[src/shared/resp_pkg.sv]
package resp_pkg;
	// register address, only VA 0x00 of the fault status space
	localparam logic [7:0] RESP_AFS_ASI = 8'h4C;
	localparam logic [63:0] RESP_AFS_VA = 64'h0000000000000000;
	localparam logic [63:0] RESP_AFS_RESET = 64'h0000000000000000;
	// field positions
	localparam int RESP_BIT_L2_WAY = 11;
	localparam int RESP_BIT_L1_WAY = 10;
	localparam int RESP_BIT_WR_BERR = 3;
	localparam int RESP_BIT_L2_UE = 1;
	localparam int RESP_BIT_L1D_UE = 0;
	// implemented bits; everything else reads zero
	localparam logic [63:0] RESP_AFS_MASK = 64'h0000000000000C0B;
	// trap-time correction value for the tick counter
	localparam logic [63:0] RESP_TICK_FIX = 64'h8000000000000000;
	// protected register indices
	localparam int RESP_NREG = 8;
	localparam int RESP_R_PC = 0;
	localparam int RESP_R_NPC = 1;
	localparam int RESP_R_PSTATE = 2;
	localparam int RESP_R_CWP = 3;
	localparam int RESP_R_ASI = 4;
	localparam int RESP_R_XAR = 5;
	localparam int RESP_R_TICK = 6;
	localparam int RESP_R_INTF = 7;
	// registers whose correction comes from the trap
	localparam logic [7:0] RESP_TRAP_FIX = 8'h7F;
	// registers whose error is only seen on instruction access
	localparam logic [7:0] RESP_ACC_ONLY = 8'h80;
	// registers whose error enters the fault trap
	localparam logic [7:0] RESP_TRAP_ENTRY = 8'h3F;
	// trap save slot indices
	localparam int RESP_NSAVE = 4;
	localparam int RESP_S_TPC = 0;
	localparam int RESP_S_TRAP_NEXT_PROGRAM_COUNTER = 1;
	localparam int RESP_S_TSTATE = 2;
	localparam int RESP_S_TRAP_EXTENDED_REGISTER = 3;
	typedef enum logic [1:0] {
		RESP_IDLE,
		RESP_FIX,
		RESP_HALT
	} resp_state_t;
endpackage

[src/design/resp_unit.sv]
`timescale 1ns/1ps
// What this block does
// - hard power-on reset zeroes fault status
// - other resets keep fault status unchanged
// - status bits stay set until software writes a one to them
// - bit 11 set on l2 way removal
// - bit 10 set on l1 or tlb way removal
// - bit 3 set after erroring write completes
// - bit 1 set on l2 data uncorrectable
// - bit 0 set on l1d data uncorrectable
// - reserved bits read zero, writes ignored
// - read-after-errored-write may skip access fault
// - bus error reported in exactly one place
// - invalid space via physical access sets bit 3
// - error in last usable way halts fatally
// - corrected-data fault ignored unless status shows
// - core state urgent error enters fault trap
// - trap save copies carry parity error along
// - register file errors flagged only on access
// - whole register write clears latent error
// - trap processing rewrites trap-corrected registers
// - suspended tick error halts; fix loads 0x8000...
module resp_unit (
	input wire logic clk,
	input wire logic rst,
	input wire logic hard_por,
	input wire logic asi_rd,
	input wire logic asi_wr,
	input wire logic [7:0] asi_num,
	input wire logic [63:0] asi_va,
	input wire logic [63:0] asi_wdata,
	input wire logic l2_way_removed,
	input wire logic l1_tlb_way_removed,
	input wire logic last_way_error,
	input wire logic wr_bus_error_done,
	input wire logic wr_bus_error_is_timeout,
	input wire logic pa_invalid_space,
	input wire logic rd_bus_error,
	input wire logic rd_timeout,
	input wire logic l2_data_ue,
	input wire logic l1d_data_ue,
	input wire logic corr_fault_in,
	input wire logic corr_fault_l2,
	input wire logic [7:0] reg_parity_err,
	input wire logic [7:0] reg_full_write,
	input wire logic instr_access_intf,
	input wire logic float_access_err,
	input wire logic tick_suspended,
	input wire logic trap_save,
	input wire logic trap_done,
	output logic [63:0] asi_rdata,
	output logic asi_ack,
	output logic data_fault_berr,
	output logic data_fault_timeout,
	output logic corr_fault_take,
	output logic trap_entry,
	output logic integer_reg_urgent_fault,
	output logic float_reg_urgent_fault,
	output logic core_state_urgent_fault,
	output logic trap_save_urgent_fault,
	output logic core_urgent_fault,
	output logic fatal_halt,
	output logic [7:0] reg_fix_strobe,
	output logic tick_fix_load,
	output logic [63:0] tick_fix_value,
	output logic [3:0] save_parity_err
);

	// ****************************************
	// fault status register
	// ****************************************

	logic [63:0] afs_val;
	logic [63:0] afs_set;
	logic [63:0] afs_clr;
	logic hit;
	logic l2_way_removed_flag;
	logic l1_tlb_way_removed_flag;
	logic write_bus_error_flag;
	logic l2_data_uncorrectable_flag;
	logic l1d_data_uncorrectable_flag;

	assign hit = (asi_num == resp_pkg::RESP_AFS_ASI) && (asi_va == resp_pkg::RESP_AFS_VA);

	// event sources mapped onto their status bits
	always_comb begin
		afs_set = 64'h0000000000000000;
		afs_set[resp_pkg::RESP_BIT_L2_WAY] = l2_way_removed;
		afs_set[resp_pkg::RESP_BIT_L1_WAY] = l1_tlb_way_removed;
		// write errors land here only once the store has executed
		afs_set[resp_pkg::RESP_BIT_WR_BERR] = wr_bus_error_done | pa_invalid_space;
		afs_set[resp_pkg::RESP_BIT_L2_UE] = l2_data_ue;
		afs_set[resp_pkg::RESP_BIT_L1D_UE] = l1d_data_ue;
	end

	// write one clears, masked so reserved positions never move
	always_comb begin
		afs_clr = (asi_wr && hit) ? (asi_wdata & resp_pkg::RESP_AFS_MASK) : 64'h0000000000000000;
	end

	// one sticky cell per implemented bit; the generic reset is not wired in,
	// so logs survive warm resets for software to collect
	resp_w1c_bit #(
		.RST_VAL(resp_pkg::RESP_AFS_RESET[resp_pkg::RESP_BIT_L2_WAY])
	) i_l2_way_bit (
		.clk(clk),
		.hard_por(hard_por),
		.set_pulse(afs_set[resp_pkg::RESP_BIT_L2_WAY]),
		.clr_pulse(afs_clr[resp_pkg::RESP_BIT_L2_WAY]),
		.flag_r(l2_way_removed_flag)
	);

	resp_w1c_bit #(
		.RST_VAL(resp_pkg::RESP_AFS_RESET[resp_pkg::RESP_BIT_L1_WAY])
	) i_l1_way_bit (
		.clk(clk),
		.hard_por(hard_por),
		.set_pulse(afs_set[resp_pkg::RESP_BIT_L1_WAY]),
		.clr_pulse(afs_clr[resp_pkg::RESP_BIT_L1_WAY]),
		.flag_r(l1_tlb_way_removed_flag)
	);

	resp_w1c_bit #(
		.RST_VAL(resp_pkg::RESP_AFS_RESET[resp_pkg::RESP_BIT_WR_BERR])
	) i_wr_berr_bit (
		.clk(clk),
		.hard_por(hard_por),
		.set_pulse(afs_set[resp_pkg::RESP_BIT_WR_BERR]),
		.clr_pulse(afs_clr[resp_pkg::RESP_BIT_WR_BERR]),
		.flag_r(write_bus_error_flag)
	);

	resp_w1c_bit #(
		.RST_VAL(resp_pkg::RESP_AFS_RESET[resp_pkg::RESP_BIT_L2_UE])
	) i_l2_ue_bit (
		.clk(clk),
		.hard_por(hard_por),
		.set_pulse(afs_set[resp_pkg::RESP_BIT_L2_UE]),
		.clr_pulse(afs_clr[resp_pkg::RESP_BIT_L2_UE]),
		.flag_r(l2_data_uncorrectable_flag)
	);

	resp_w1c_bit #(
		.RST_VAL(resp_pkg::RESP_AFS_RESET[resp_pkg::RESP_BIT_L1D_UE])
	) i_l1d_ue_bit (
		.clk(clk),
		.hard_por(hard_por),
		.set_pulse(afs_set[resp_pkg::RESP_BIT_L1D_UE]),
		.clr_pulse(afs_clr[resp_pkg::RESP_BIT_L1D_UE]),
		.flag_r(l1d_data_uncorrectable_flag)
	);

	// reserved positions are tied low here and never stored
	always_comb begin
		afs_val = 64'h0000000000000000;
		afs_val[resp_pkg::RESP_BIT_L2_WAY] = l2_way_removed_flag;
		afs_val[resp_pkg::RESP_BIT_L1_WAY] = l1_tlb_way_removed_flag;
		afs_val[resp_pkg::RESP_BIT_WR_BERR] = write_bus_error_flag;
		afs_val[resp_pkg::RESP_BIT_L2_UE] = l2_data_uncorrectable_flag;
		afs_val[resp_pkg::RESP_BIT_L1D_UE] = l1d_data_uncorrectable_flag;
	end

	// register read port, one cycle latency
	always_ff @(posedge clk or posedge rst) begin
		if (rst) begin
			asi_rdata <= 64'h0000000000000000;
			asi_ack <= 1'b0;
		end else begin
			asi_ack <= asi_rd | asi_wr;
			// unmapped reads return zero
			asi_rdata <= (asi_rd && hit) ? (afs_val & resp_pkg::RESP_AFS_MASK) : 64'h0000000000000000;
		end
	end

	// ****************************************
	// bus error routing
	// ****************************************

	// read errors go to the data fault status, write errors to the
	// status bit above, so each event shows in one place only;
	// forwarded store-buffer reads never raise rd_bus_error here
	always_ff @(posedge clk or posedge rst) begin
		if (rst) begin
			data_fault_berr <= 1'b0;
			data_fault_timeout <= 1'b0;
		end else begin
			data_fault_berr <= rd_bus_error & ~rd_timeout;
			data_fault_timeout <= rd_timeout;
		end
	end

	// corrected-data fault only stands when status backs it
	always_ff @(posedge clk or posedge rst) begin
		if (rst) begin
			corr_fault_take <= 1'b0;
		end else begin
			corr_fault_take <= corr_fault_in &
				(corr_fault_l2 ? afs_val[resp_pkg::RESP_BIT_L2_UE] : afs_val[resp_pkg::RESP_BIT_L1D_UE]);
		end
	end

	// ****************************************
	// register parity tracking
	// ****************************************

	logic [7:0] err_r;
	logic [7:0] err_nxt;
	logic [7:0] seen;
	logic [7:0] fix_r;
	logic [3:0] save_r;
	logic fix_go;
	resp_pkg::resp_state_t state_r;

	// interface file errors only count when an instruction touches them
	always_comb begin
		seen = reg_parity_err & ~resp_pkg::RESP_ACC_ONLY;
		seen[resp_pkg::RESP_R_INTF] = reg_parity_err[resp_pkg::RESP_R_INTF] & instr_access_intf;
	end

	// latent errors: new detections set, whole writes and trap fixes clear
	always_comb begin
		err_nxt = (err_r & ~reg_full_write & ~fix_r) | seen;
	end

	always_ff @(posedge clk or posedge rst) begin
		if (rst) begin
			err_r <= 8'h00;
		end else begin
			err_r <= err_nxt;
		end
	end

	// save slots inherit the parity state of their sources
	always_ff @(posedge clk or posedge rst) begin
		if (rst) begin
			save_r <= 4'h0;
		end else if (trap_save) begin
			save_r[resp_pkg::RESP_S_TPC] <= err_r[resp_pkg::RESP_R_PC];
			save_r[resp_pkg::RESP_S_TRAP_NEXT_PROGRAM_COUNTER] <= err_r[resp_pkg::RESP_R_NPC];
			save_r[resp_pkg::RESP_S_TSTATE] <= err_r[resp_pkg::RESP_R_PSTATE] | err_r[resp_pkg::RESP_R_ASI];
			save_r[resp_pkg::RESP_S_TRAP_EXTENDED_REGISTER] <= err_r[resp_pkg::RESP_R_XAR];
		end
	end

	assign save_parity_err = save_r;

	// ****************************************
	// urgent error classes and trap control
	// ****************************************

	always_ff @(posedge clk or posedge rst) begin
		if (rst) begin
			integer_reg_urgent_fault <= 1'b0;
			float_reg_urgent_fault <= 1'b0;
			core_state_urgent_fault <= 1'b0;
			trap_save_urgent_fault <= 1'b0;
			core_urgent_fault <= 1'b0;
		end else begin
			integer_reg_urgent_fault <= err_r[resp_pkg::RESP_R_ASI] | err_r[resp_pkg::RESP_R_INTF];
			float_reg_urgent_fault <= float_access_err;
			core_state_urgent_fault <= err_r[resp_pkg::RESP_R_PC] | err_r[resp_pkg::RESP_R_NPC] |
				err_r[resp_pkg::RESP_R_PSTATE] | err_r[resp_pkg::RESP_R_CWP];
			trap_save_urgent_fault <= |save_r;
			core_urgent_fault <= err_r[resp_pkg::RESP_R_XAR] | (err_r[resp_pkg::RESP_R_TICK] & ~tick_suspended);
		end
	end

	assign fix_go = (state_r == resp_pkg::RESP_IDLE) && trap_done;

	// trap entry, correction pass and fatal halt; halt is terminal
	// until reset since the core can no longer be trusted
	always_ff @(posedge clk or posedge rst) begin
		if (rst) begin
			state_r <= resp_pkg::RESP_IDLE;
			trap_entry <= 1'b0;
			fatal_halt <= 1'b0;
			fix_r <= 8'h00;
			tick_fix_load <= 1'b0;
		end else begin
			trap_entry <= 1'b0;
			fix_r <= 8'h00;
			tick_fix_load <= 1'b0;
			case (state_r)
				resp_pkg::RESP_IDLE: begin
					if (last_way_error || (err_r[resp_pkg::RESP_R_TICK] && tick_suspended)) begin
						state_r <= resp_pkg::RESP_HALT;
						fatal_halt <= 1'b1;
					end else if (|(err_r & resp_pkg::RESP_TRAP_ENTRY)) begin
						trap_entry <= ~trap_done;
						if (fix_go) begin
							state_r <= resp_pkg::RESP_FIX;
						end
					end
				end
				resp_pkg::RESP_FIX: begin
					fix_r <= err_r & resp_pkg::RESP_TRAP_FIX;
					tick_fix_load <= err_r[resp_pkg::RESP_R_TICK];
					// a last-way error during the fix pass must not be lost
					if (last_way_error || (err_r[resp_pkg::RESP_R_TICK] && tick_suspended)) begin
						state_r <= resp_pkg::RESP_HALT;
						fatal_halt <= 1'b1;
					end else begin
						state_r <= resp_pkg::RESP_IDLE;
					end
				end
				resp_pkg::RESP_HALT: begin
					fatal_halt <= 1'b1;
				end
				default: begin
					state_r <= resp_pkg::RESP_IDLE;
				end
			endcase
		end
	end

	assign reg_fix_strobe = fix_r;

	// constant correction value, held in a flop for a clean output
	always_ff @(posedge clk or posedge rst) begin
		if (rst) begin
			tick_fix_value <= 64'h0000000000000000;
		end else begin
			tick_fix_value <= resp_pkg::RESP_TICK_FIX;
		end
	end

endmodule // resp_unit

// sticky write-one-to-clear status cell, reset only by power-on
module resp_w1c_bit #(
	parameter logic RST_VAL = 1'b0
) (
	input wire logic clk,
	input wire logic hard_por,
	input wire logic set_pulse,
	input wire logic clr_pulse,
	output logic flag_r
);

	logic flag_nxt;

	// set beats clear so an error landing on the clearing write is kept
	always_comb begin
		flag_nxt = set_pulse | (flag_r & ~clr_pulse);
	end

	// no generic reset here on purpose; warm resets leave the record alone
	always_ff @(posedge clk) begin
		if (hard_por) begin
			flag_r <= RST_VAL;
		end else begin
			flag_r <= flag_nxt;
		end
	end

endmodule // resp_w1c_bit

[config.mk]
export PLATFORM = sky130hd
export DESIGN_NAME = resp_unit
export DESIGN_NICKNAME = d
export VERILOG_FILES = /design/src/shared/resp_pkg.sv /design/src/design/resp_unit.sv
export SDC_FILE = /design/constraint.sdc
export NUM_CORES = 1
export LEC_CHECK = 0
export ABC_AREA = 1
export BUFFER_PORTS_ARGS = -buffer_cell sky130_fd_sc_hd__buf_4
export CAP_MARGIN = 10
export CORE_AREA = 4 4 125 127
export DETAILED_ROUTE_END_ITERATION = 10
export DIE_AREA = 0 0 129 131
export GPL_TIMING_DRIVEN = 0
export SYNTH_ARGS = -nofsm -noshare
export SYNTH_HDL_FRONTEND = slang
export SYNTH_HIERARCHICAL = 1
export SYNTH_SLANG_ARGS = --single-unit
[constraint.sdc]
create_clock -name clk -period 1.5 [get_ports clk]
set_clock_uncertainty 0.1 [all_clocks]
set_input_delay 0.225 -clock clk [delete_from_list [all_inputs] [get_ports clk]]
set_output_delay 0.225 -clock clk [all_outputs]
set_load 0.1 [all_outputs]
==> flow_summary.toml, run 1 <==
[grt]
globalRoute.totalOverflow = 0
grt_use_total = 0.0823
grt_pass1_wl_mm = 11.1
antenna_found_initial = 0
vias_in_the_first_global_route = 2321
pin_count_of_the_biggest_net_entering_global_routing = 39

[synthesis]
yosys-mux-area-fraction = 0
synthesis.instances = 342
synth-adder-area-share = 0
synth.lib_cells_used.distinct = 19
seq_area_frac_synth = 0.381
synth_compound_area_frac = 0.0367
avgSynthCellArea_um2 = 8.07
post_synth_xor_area_fraction = 0
ys_seq_elements = 43
ys_warn_count = 6
netlist_area_mm2 = 0.00276
synth_simple_gate_area_frac = 0.190
main_combinational_cell_family_by_area_after_synthesis = "buffers and inverters"

[clocking]
ctsHtreeMaxLevel = 2
cts.sinks = 43
worstSkewPairLatency_ns = 0.28
clk_pin_slew_ns = 0.07
cts.root.buffer_cell = "clkbuf_16"
clock_tree_from_tritoncts = "built"
clock_path_buffers = 2
numCtsBuffers = 5

[floorplanning]
floorplan.die.width_um = 129
placementRows = 44
die_area_mm2 = 0.0169
effective_utilization_at_floorplan = 0.191
floorplan.io_pins = 326
placeableCoreArea_mm2 = 0.0144
die_height_um = 131

[routing]
highest-signal-layer = "met4"
drt-vias-per-instance = 3.02
drt_first_pass_iters = 4
route.detailed.wl_per_inst_um = 9.78
wl_met3_um = 756
post-route-drc-count = 0
routed_wirelength_mm = 7.82
vias = 2419
met2_wirelength_mm = 3.77
wirelength_met1_mm = 3.27
initialDrtViolationCount = 58
antenna_left = 0

[worst_setup_path]
setup_cp_type = "reg2out"
critical_path_buf_inv_count = 2
worst_path_max_delay_cell = "dfrtp_2"
setup.worst_path.start_class = "flip-flop"
crit_path_frequent_cell = "buf_4"
worst-path-max-fanout = 3
cp_cell_sequence = "buf_4 > buf_4"
cp.arrival_ns = 1.04
rr_worst_depth = 4
setup.worst_path.end_class = "output pin"
timing.critical_path.slowest_cell_delay_ns = 0.41
critical_path_required_ns = 1.17
timing.critical_path.max_delay_family = "flip-flops"
regToRegSetupSlack_ns = 0.31
reg2reg_to = "fatal_halt"
regToRegStartpoint = "err_r[6]"

[run_status]
outcome = "completed"

[final_layout]
final_nets = 789
fin_util = 0.326
antenna_cells_inserted = 0
layout-area-overhead-vs-synth_pct = 70.3
layout-drive-gt1-share = 0.490

[pwr]
p_clk_frac = 0.239
vdd.ir_drop.worst_v = 0.000618
power.leakage_nw = 2.76
share_comb_of_total_power = 0.488
total_switching_power_mw = 2.18
totalPowerFinal_mw = 4.50
switching_share = 0.485
power-per-cell-area_mw_per_mm2 = 957
internal_power_mw = 2.31
p_seq_frac = 0.273

[sta]
final-setup-viol-count = 0
min_period_ns = 1.37
layout_setup_ws_ns = 0.132
grt_setup_unrepaired = "no"
final.period_utilization = 0.912
achievable-frequency_mhz = 731
slew_violations = 0
max-slew-margin-rel = 0.468
timing_worst_slew_pin_value_ns = 0.796
finalHoldViolations = 0

[place]
dp_slack_ns = -0.177
gp_routability_congestion = 0.703
io_buffer_count = 142
dp.final_hpwl_mm = 7.04

[job]
drv.max_cap_violation_count = 0

[hold_path]
hold_path_class = "in2async"
[cell type report]
| type | count | area, um^2 |
|---|---|---|
| Fill cell | 1553 | 9720 |
| Tap cell | 184 | 230 |
| Clock buffer | 5 | 125 |
| Multi-Input combinational cell | 259 | 1100 |
| Timing Repair Buffer | 144 | 1090 |
| Clock inverter | 3 | 23.8 |
| Buffer | 124 | 931 |
| Inverter | 38 | 143 |
| Sequential cell | 43 | 1060 |
[cell families (layout without fill, tap and decap cells)]
kind of cell | count (synthesis) | in the layout
DFF | 43 | 43
and+or+nand+nor | 119 | 119
other | 2 | 124
buffers and inverters | 162 | 314
AOI/OAI and AO/OA | 16 | 16
[sequential cells by signal (all words and copies together) (netlist names), 2 cells and up]
name,count
state_r,2
save_parity_err,4
reg_fix_strobe,7
err_r,8
asi_rdata,5
[stage by stage]
| stage | cells | instance area [um^2] | hold WS [ns] | TNS, ns |
|---|---|---|---|---|
| floorplan | 464 | 3230 | 0.156 | 0 |
| global placement | 790 | 4520 | 0.234 | -11.33 |
| detailed placement | 790 | 4520 | 0.238 | -0.809 |
| CTS | 800 | 4690 | 0.0192 | 0 |
| global route | 800 | 4700 | 0.0244 | 0 |
| finish | 800 | 4700 | 0.00273 | 0 |
[layout by cell type, fill, tap and decap left out]
master | Yosys | routed
clkinvlp_4 | 0 | 2
dfrtp_2 | 0 | 7
dfrtp_1 | 38 | 31
inv_6 | 0 | 1
conb_1 | 2 | 124
nor2_2 | 3 | 3
a21oi_2 | 5 | 5
buf_4 | 124 | 266
inv_1 | 38 | 37
clkbuf_16 | 0 | 5
nor2_1 | 60 | 60
dlygate4sd3_1 | 0 | 2
a21oi_1 | 1 | 1
nor3_1 | 8 | 8
o21ai_0 | 8 | 8
o21ai_1 | 1 | 1
and3b_1 | 1 | 1
inv_2 | 0 | 1
nand2_1 | 29 | 29
nand4_1 | 5 | 5
nand4_2 | 2 | 1
a21o_1 | 1 | 1
dfxtp_1 | 5 | 5
or2_2 | 10 | 10
nand4_4 | 0 | 1
nand3_1 | 1 | 1
[worst max path at each step]
stage | depth (start not counted) | endpoint | startpoint
final | 2 | reg_fix_strobe[6] | reg_fix_strobe[6]
after global routing | 11 | i_l1d_ue_bit/flag_r | asi_va[29]
after CTS | 11 | i_l1d_ue_bit/flag_r | asi_va[29]
after detailed placement | 11 | i_l1d_ue_bit/flag_r | asi_va[29]
after global placement | 2 | reg_fix_strobe[4] | rst
after floorplan | 1 | reg_fix_strobe[6] | reg_fix_strobe[6]
[power by group through the flow]
stage / combinational [mW] / sequential, mW / clock, mW
finish: 2.19 / 1.23 / 1.08
CTS: 2.18 / 1.23 / 1.11
detailed placement: 2.18 / 1.25 / 0
global placement: 2.17 / 1.25 / 0
floorplan: 1.69 / 1.43 / 0
global route: 2.28 / 1.23 / 1.17
[what timing repair did]
item / 4_1_cts / 5_1_grt
endpoints found under the hold margin: 3 / 0
resized for setup: 0 / 1
setup endpoints to repair: 0 / 3
hold buffers: 2 / 0
setup buffers: 0 / 0
[routing by layer]
| layer | vias to the layer above | global-route usage |
|---|---|---|
| li1 | 1330 | - |
| met1 | 947 | 0.107 |
| met2 | 140 | 0.139 |
| met3 | 2 | 0.0232 |
| met4 | 0 | 0.0130 |
| met5 | - | 0 |
[worst reg2reg max path, cell delays in order, from the launching register on]
cell	delay (ns)
dfrtp_1	0.38
a21o_1	0.18
nand2_1	0.05
o21ai_1	0.08
or2_2	0.28
[cell usage after synthesis]
master / n / area share
a21o_1: 1 / 0.0027
a21oi_1: 1 / 0.0018
a21oi_2: 5 / 0.016
and3b_1: 1 / 0.0032
buf_4: 124 / 0.34
conb_1: 2 / 0.0027
dfrtp_1: 38 / 0.34
dfxtp_1: 5 / 0.036
inv_1: 38 / 0.052
nand2_1: 29 / 0.039
nand3_1: 1 / 0.0018
nand4_1: 5 / 0.011
nand4_2: 2 / 0.0091
nor2_1: 60 / 0.082
nor2_2: 3 / 0.0068
nor3_1: 8 / 0.015
o21ai_0: 8 / 0.015
o21ai_1: 1 / 0.0018
or2_2: 10 / 0.023
(Power assumes the default switching activity.)
==> inputs of run 2 (changes only) <==
--- a/config.mk
+++ b/config.mk
@@ -11,7 +11,7 @@
 export CORE_AREA = 4 4 125 127
 export DETAILED_ROUTE_END_ITERATION = 10
 export DIE_AREA = 0 0 129 131
-export GPL_TIMING_DRIVEN = 0
+export GPL_TIMING_DRIVEN = 1
 export SYNTH_ARGS = -nofsm -noshare
 export SYNTH_HDL_FRONTEND = slang
 export SYNTH_HIERARCHICAL = 1
==> run 2 against run 1 <==
Register-to-register slack about the same. Utilization decreased by 6.2 points. Sequential cell count unchanged. Critical path type is now in2reg. Combinational power decreased by 11%. Final cell count decreased by 15%. Sequential share of layout area increased by 5.3 points. Largest power group unchanged. Largest cell class unchanged. Via count decreased by 11%.
==> flow_summary.toml, run 2 (synthesized netlist as in run 1, its figures left out) <==
[floorplanning]
floorplan.io_pins = 326
placeableCoreArea_mm2 = 0.0144
placementRows = 44
effective_utilization_at_floorplan = 0.191
floorplan.die.width_um = 129
die_height_um = 131
die_area_mm2 = 0.0169

[routing]
drt-vias-per-instance = 3.17
post-route-drc-count = 0
antenna_left = 0
routed_wirelength_mm = 7.33
vias = 2153
initialDrtViolationCount = 60
route.detailed.wl_per_inst_um = 10.8
drt_first_pass_iters = 6

[pwr]
p_seq_frac = 0.289
switching_share = 0.505
vdd.ir_drop.worst_v = 0.000556
p_clk_frac = 0.253
internal_power_mw = 2.10
power.leakage_nw = 2.11
share_comb_of_total_power = 0.458
power-per-cell-area_mw_per_mm2 = 1120
total_switching_power_mw = 2.14

[clocking]
ctsHtreeMaxLevel = 2
clk_pin_slew_ns = 0.06
cts.sinks = 43
cts.root.buffer_cell = "clkbuf_16"
worstSkewPairLatency_ns = 0.28
numCtsBuffers = 5
postCtsResizedCells = 0
cts_post_setup_buffers_inserted = 0
post_cts_hold_buffer_count = 3
clock_path_buffers = 2
clock_tree_from_tritoncts = "built"

[sta]
grt_setup_unrepaired = "no"
final-setup-viol-count = 0
timing.setup.tns_ns = 0
finalHoldViolations = 0
slew_violations = 0
final.period_utilization = 0.878
layout_setup_ws_ns = 0.183
achievable-frequency_mhz = 759
min_period_ns = 1.32

[grt]
grt_pass1_wl_mm = 10.1
grt_use_total = 0.0761
pin_count_of_the_biggest_net_entering_global_routing = 37
globalRoute.totalOverflow = 0
vias_in_the_first_global_route = 2014
antenna_found_initial = 0

[final_layout]
layout-drive-gt1-share = 0.362
final_nets = 668
commonest_non_fill_non_tap_cells_in_the_layout = "143 x buf_4, 124 x conb_1, 60 x nor2_1"
most_common_library_cell_in_the_layout_ignoring_fill_and_taps = "buf_4"
layout-area-overhead-vs-synth_pct = 37.7
largest_register_ffs = 8
num-fill-cells = 1628
largest_register = "err_r"
antenna_cells_inserted = 0

[worst_setup_path]
setup.worst_path.start_class = "primary input"
critical_path_required_ns = 1.58
setup.worst_path.end_class = "flip-flop"
setup_cp_type = "in2reg"
cp.arrival_ns = 1.39
worst-path-max-fanout = 5

[place]
dp_slack_ns = -0.167
dp.final_hpwl_mm = 6.48
gp_routability_congestion = 0.732
io_buffer_count = 142

[hold_path]
hold_path_class = "in2reg"

[job]
drv.max_cap_violation_count = 0

[run_status]
outcome = "completed"
-- run 2: worst paths after layout --
check	from	endpoint	slack, ns	cells past startpoint
min in group asynchronous	rst	asi_ack	0.30	3
worst min-delay path	corr_fault_l2	corr_fault_take	0.02	2
worst max-delay path	asi_va[5]	i_l1d_ue_bit/flag_r	0.18	11
max in group asynchronous	rst	reg_fix_strobe[1]	0.55	4
worst max register to register	err_r[6]	fatal_halt	0.31	4
worst min register to register	i_l2_way_bit/flag_r	asi_rdata[11]	0.34	2
-- run 2: per-stage QoR --
| stage | power, mW | hold WS (ns) | area, um^2 | instances | util |
|---|---|---|---|---|---|
| 6_report | 4.24 | 0.0202 | 3800 | 679 | 0.263 |
| 3_3_place_gp | 3.18 | 0.0286 | 3620 | 668 | 0.251 |
| 3_5_place_dp | 3.18 | 0.0314 | 3620 | 668 | 0.251 |
| 2_1_floorplan | 3.12 | 0.156 | 3230 | 464 | - |
| 4_1_cts | 4.28 | 0.0165 | 3800 | 679 | 0.263 |
| 5_1_grt | 4.41 | 0.00887 | 3800 | 679 | 0.263 |
-- run 2: cell type report --
type	count	area, um^2	share of cell area
repair buffers	147	1120	0.296
multi-input cells	259	1090	0.288
flip-flops and latches	43	1060	0.279
well taps	184	230	0.0606
inverters	38	143	0.0375
clock buffers	5	125	0.0329
clock inverters	3	25.0	0.00659
-- run 2: worst max-delay path: stages --
cell and delay, ns:
buf_4 0.11, nor2_1 0.12, nand2_1 0.06, nor2_1 0.15, nand2_1 0.08, nor2_2 0.15, nand4_2 0.20, nor2_1 0.13
inv_1 0.05, nand2_1 0.07, a21oi_2 0.05
-- run 2: metal layers --
layer	vias up	track usage	wire length, um
met3	2	0.0187	753
met2	140	0.132	3670
met1	923	0.0971	2880
li1	1088	-	-
met5	-	0	0
met4	0	0.0148	22
-- run 2: power groups by stage --
stage / clock [mW] / combinational, mW / sequential [mW]
global placement: 0 / 1.93 / 1.25
detailed placement: 0 / 1.93 / 1.25
finish: 1.07 / 1.94 / 1.23
CTS: 1.11 / 1.94 / 1.23
global route: 1.17 / 2.01 / 1.23
floorplan: 0 / 1.69 / 1.43
==> inputs of run 3 (changes only) <==
==> constraint.sdc (replaced) <==
create_clock -name clk -period 1.5 [get_ports clk]
set_clock_uncertainty 0.1 [all_clocks]
set_input_delay 0.225 -clock clk [delete_from_list [all_inputs] [get_ports clk]]
set_output_delay 0.225 -clock clk [all_outputs]
set_load 0.005 [all_outputs]
==> run 3 against run 2 <==
Setup slack better by 0.052 ns. Final cell count grew 0.29%. Hold slack better by 0.0042 ns. Wire length shrank 2.4%. Sequential cell count stayed put. Register-to-register slack worse by 0.02 ns. Count of clock-buffer cells in the layout unchanged. Combinational power is 74% lower. Global-route usage is 0.077 points lower. Via count hardly changed. Maximum frequency increased by 4.1%. Sequential power hardly changed. Critical path type unchanged. Largest cell class unchanged.
==> flow_summary.toml, run 3 (synthesized netlist as in run 1, its figures left out) <==
[floorplanning]
die_area_mm2 = 0.0169
effective_utilization_at_floorplan = 0.191
floorplan.die.width_um = 129
placeableCoreArea_mm2 = 0.0144
placementRows = 44
floorplan.io_pins = 326
die_height_um = 131

[final_layout]
post-route-cell-area_mm2 = 0.00381
stdcell_count = 681
layout-area-overhead-vs-synth_pct = 38.0
final_nets = 670
multi_input_area_mm2 = 0.00110
layout.area.seq_mm2 = 0.00105
num-fill-cells = 1610
most_common_library_cell_in_the_layout_ignoring_fill_and_taps = "buf_4"
layout-drive-gt1-share = 0.350
largest_register_ffs = 8
largest_register = "err_r"
antenna_cells_inserted = 0
fin_util = 0.264
commonest_non_fill_non_tap_cells_in_the_layout = "145 x buf_4, 124 x conb_1, 60 x nor2_1"

[worst_setup_path]
timing.critical_path.slowest_cell_delay_ns = 0.16
critical_path_buf_inv_count = 2
critical_path_required_ns = 1.58
cp.arrival_ns = 1.34
setup.worst_path.end_class = "flip-flop"
setup_cp_type = "in2reg"
cp_cell_sequence = "buf_4 > nor2_1 > nand2_1 > nor2_1 > nand2_1 > nor2_2 > nand4_4 > nor2_1 > inv_1 > nand2_1 > a21oi_2"
worst-path-max-fanout = 5
worst_path_max_delay_cell = "nor2_2"
timing.critical_path.max_delay_family = "simple AND/OR/NAND/NOR gates"
setup.worst_path.start_class = "primary input"

[grt]
globalRoute.totalOverflow = 0
grt_use_total = 0.0754
antenna_found_initial = 0
vias_in_the_first_global_route = 2032
pin_count_of_the_biggest_net_entering_global_routing = 37
grt_pass1_wl_mm = 9.86

[routing]
initialDrtViolationCount = 43
vias = 2155
drt_first_pass_iters = 4
route.detailed.wl_per_inst_um = 10.5
routed_wirelength_mm = 7.15
post-route-drc-count = 0
drt-vias-per-instance = 3.16
antenna_left = 0

[hold_path]
hold_path_class = "in2reg"

[pwr]
switching_share = 0.248
share_comb_of_total_power = 0.179
vdd.ir_drop.worst_v = 0.000450
power.leakage_nw = 2.13
power-per-cell-area_mw_per_mm2 = 730
internal_power_mw = 2.09
p_seq_frac = 0.442
total_switching_power_uw = 689
totalPowerFinal_mw = 2.78
p_clk_frac = 0.379

[place]
io_buffer_count = 142
gp_routability_congestion = 0.716
placed_cells = 670
dp_slack_ns = -0.193
post_dp_cell_area_mm2 = 0.00362
dp.final_hpwl_mm = 6.26

[sta]
layout_setup_ws_ns = 0.235
slew_violations = 0
final.period_utilization = 0.843
achievable-frequency_mhz = 791
timing.setup.tns_ns = 0
min_period_ns = 1.26
finalHoldViolations = 0
fin_hold_ws_ns = 0.0244
final-setup-viol-count = 0
grt_setup_unrepaired = "no"

[clocking]
cts.root.buffer_cell = "clkbuf_16"
worstSkewPairLatency_ns = 0.28
cts_post_setup_buffers_inserted = 0
ctsHtreeMaxLevel = 2
cts.sinks = 43
numCtsBuffers = 5
clock_tree_from_tritoncts = "built"
clock_path_buffers = 2
clk_pin_slew_ns = 0.06

[job]
drv.max_cap_violation_count = 0

[run_status]
outcome = "completed"
## run 3: worst paths after layout
kind | from | end | slack, ns | cells after the start
worst max-delay path | asi_va[25] | i_l1d_ue_bit/flag_r | 0.24 | 11
worst min-delay path | corr_fault_l2 | corr_fault_take | 0.02 | 2
worst max register to register | err_r[6] | fatal_halt | 0.29 | 4
worst min register to register | err_r[7] | integer_reg_urgent_fault | 0.34 | 2
max in group asynchronous | rst | corr_fault_take | 0.58 | 4
min in group asynchronous | rst | asi_rdata[11] | 0.30 | 3
## run 3: cell type report
class | instances | share of cell area
repair buffers | 149 | 0.299
well taps | 184 | 0.0604
clock inverters | 3 | 0.00526
clock buffers | 5 | 0.0329
inverters | 38 | 0.0375
flip-flops and latches | 43 | 0.276
multi-input cells | 259 | 0.289
## run 3: worst reg2reg max path, delay by kind of cell (launching register included)
| kind | cells | cell delay (ns) |
|---|---|---|
| DFF | 1 | 0.39 |
| AOI/OAI and AO/OA | 2 | 0.26 |
| and+or+nand+nor | 2 | 0.34 |
## run 3: power by group through the flow
stage,clock [mW],sequential [mW],combinational [mW]
6_report,1.06,1.23,0.497
5_1_grt,1.16,1.23,0.565
3_5_place_dp,0,1.25,0.486
2_1_floorplan,0,1.25,0.411
3_3_place_gp,0,1.25,0.483
4_1_cts,1.11,1.23,0.494
## run 3: per-layer routing
| layer | part of all wire | wire [um] | track usage |
|---|---|---|---|
| met5 | 0 | 0 | 0 |
| met4 | 0.0052 | 37 | 0.0167 |
| met3 | 0.10 | 747 | 0.0159 |
| met2 | 0.50 | 3590 | 0.127 |
| met1 | 0.39 | 2780 | 0.0995 |
## run 3: timing repair
action | in CTS | in global routing
gates resized for setup | 0 | 1
hold endpoints to repair | 41 | 0
endpoints found under the setup margin | 0 | 5
hold buffers | 3 | 0
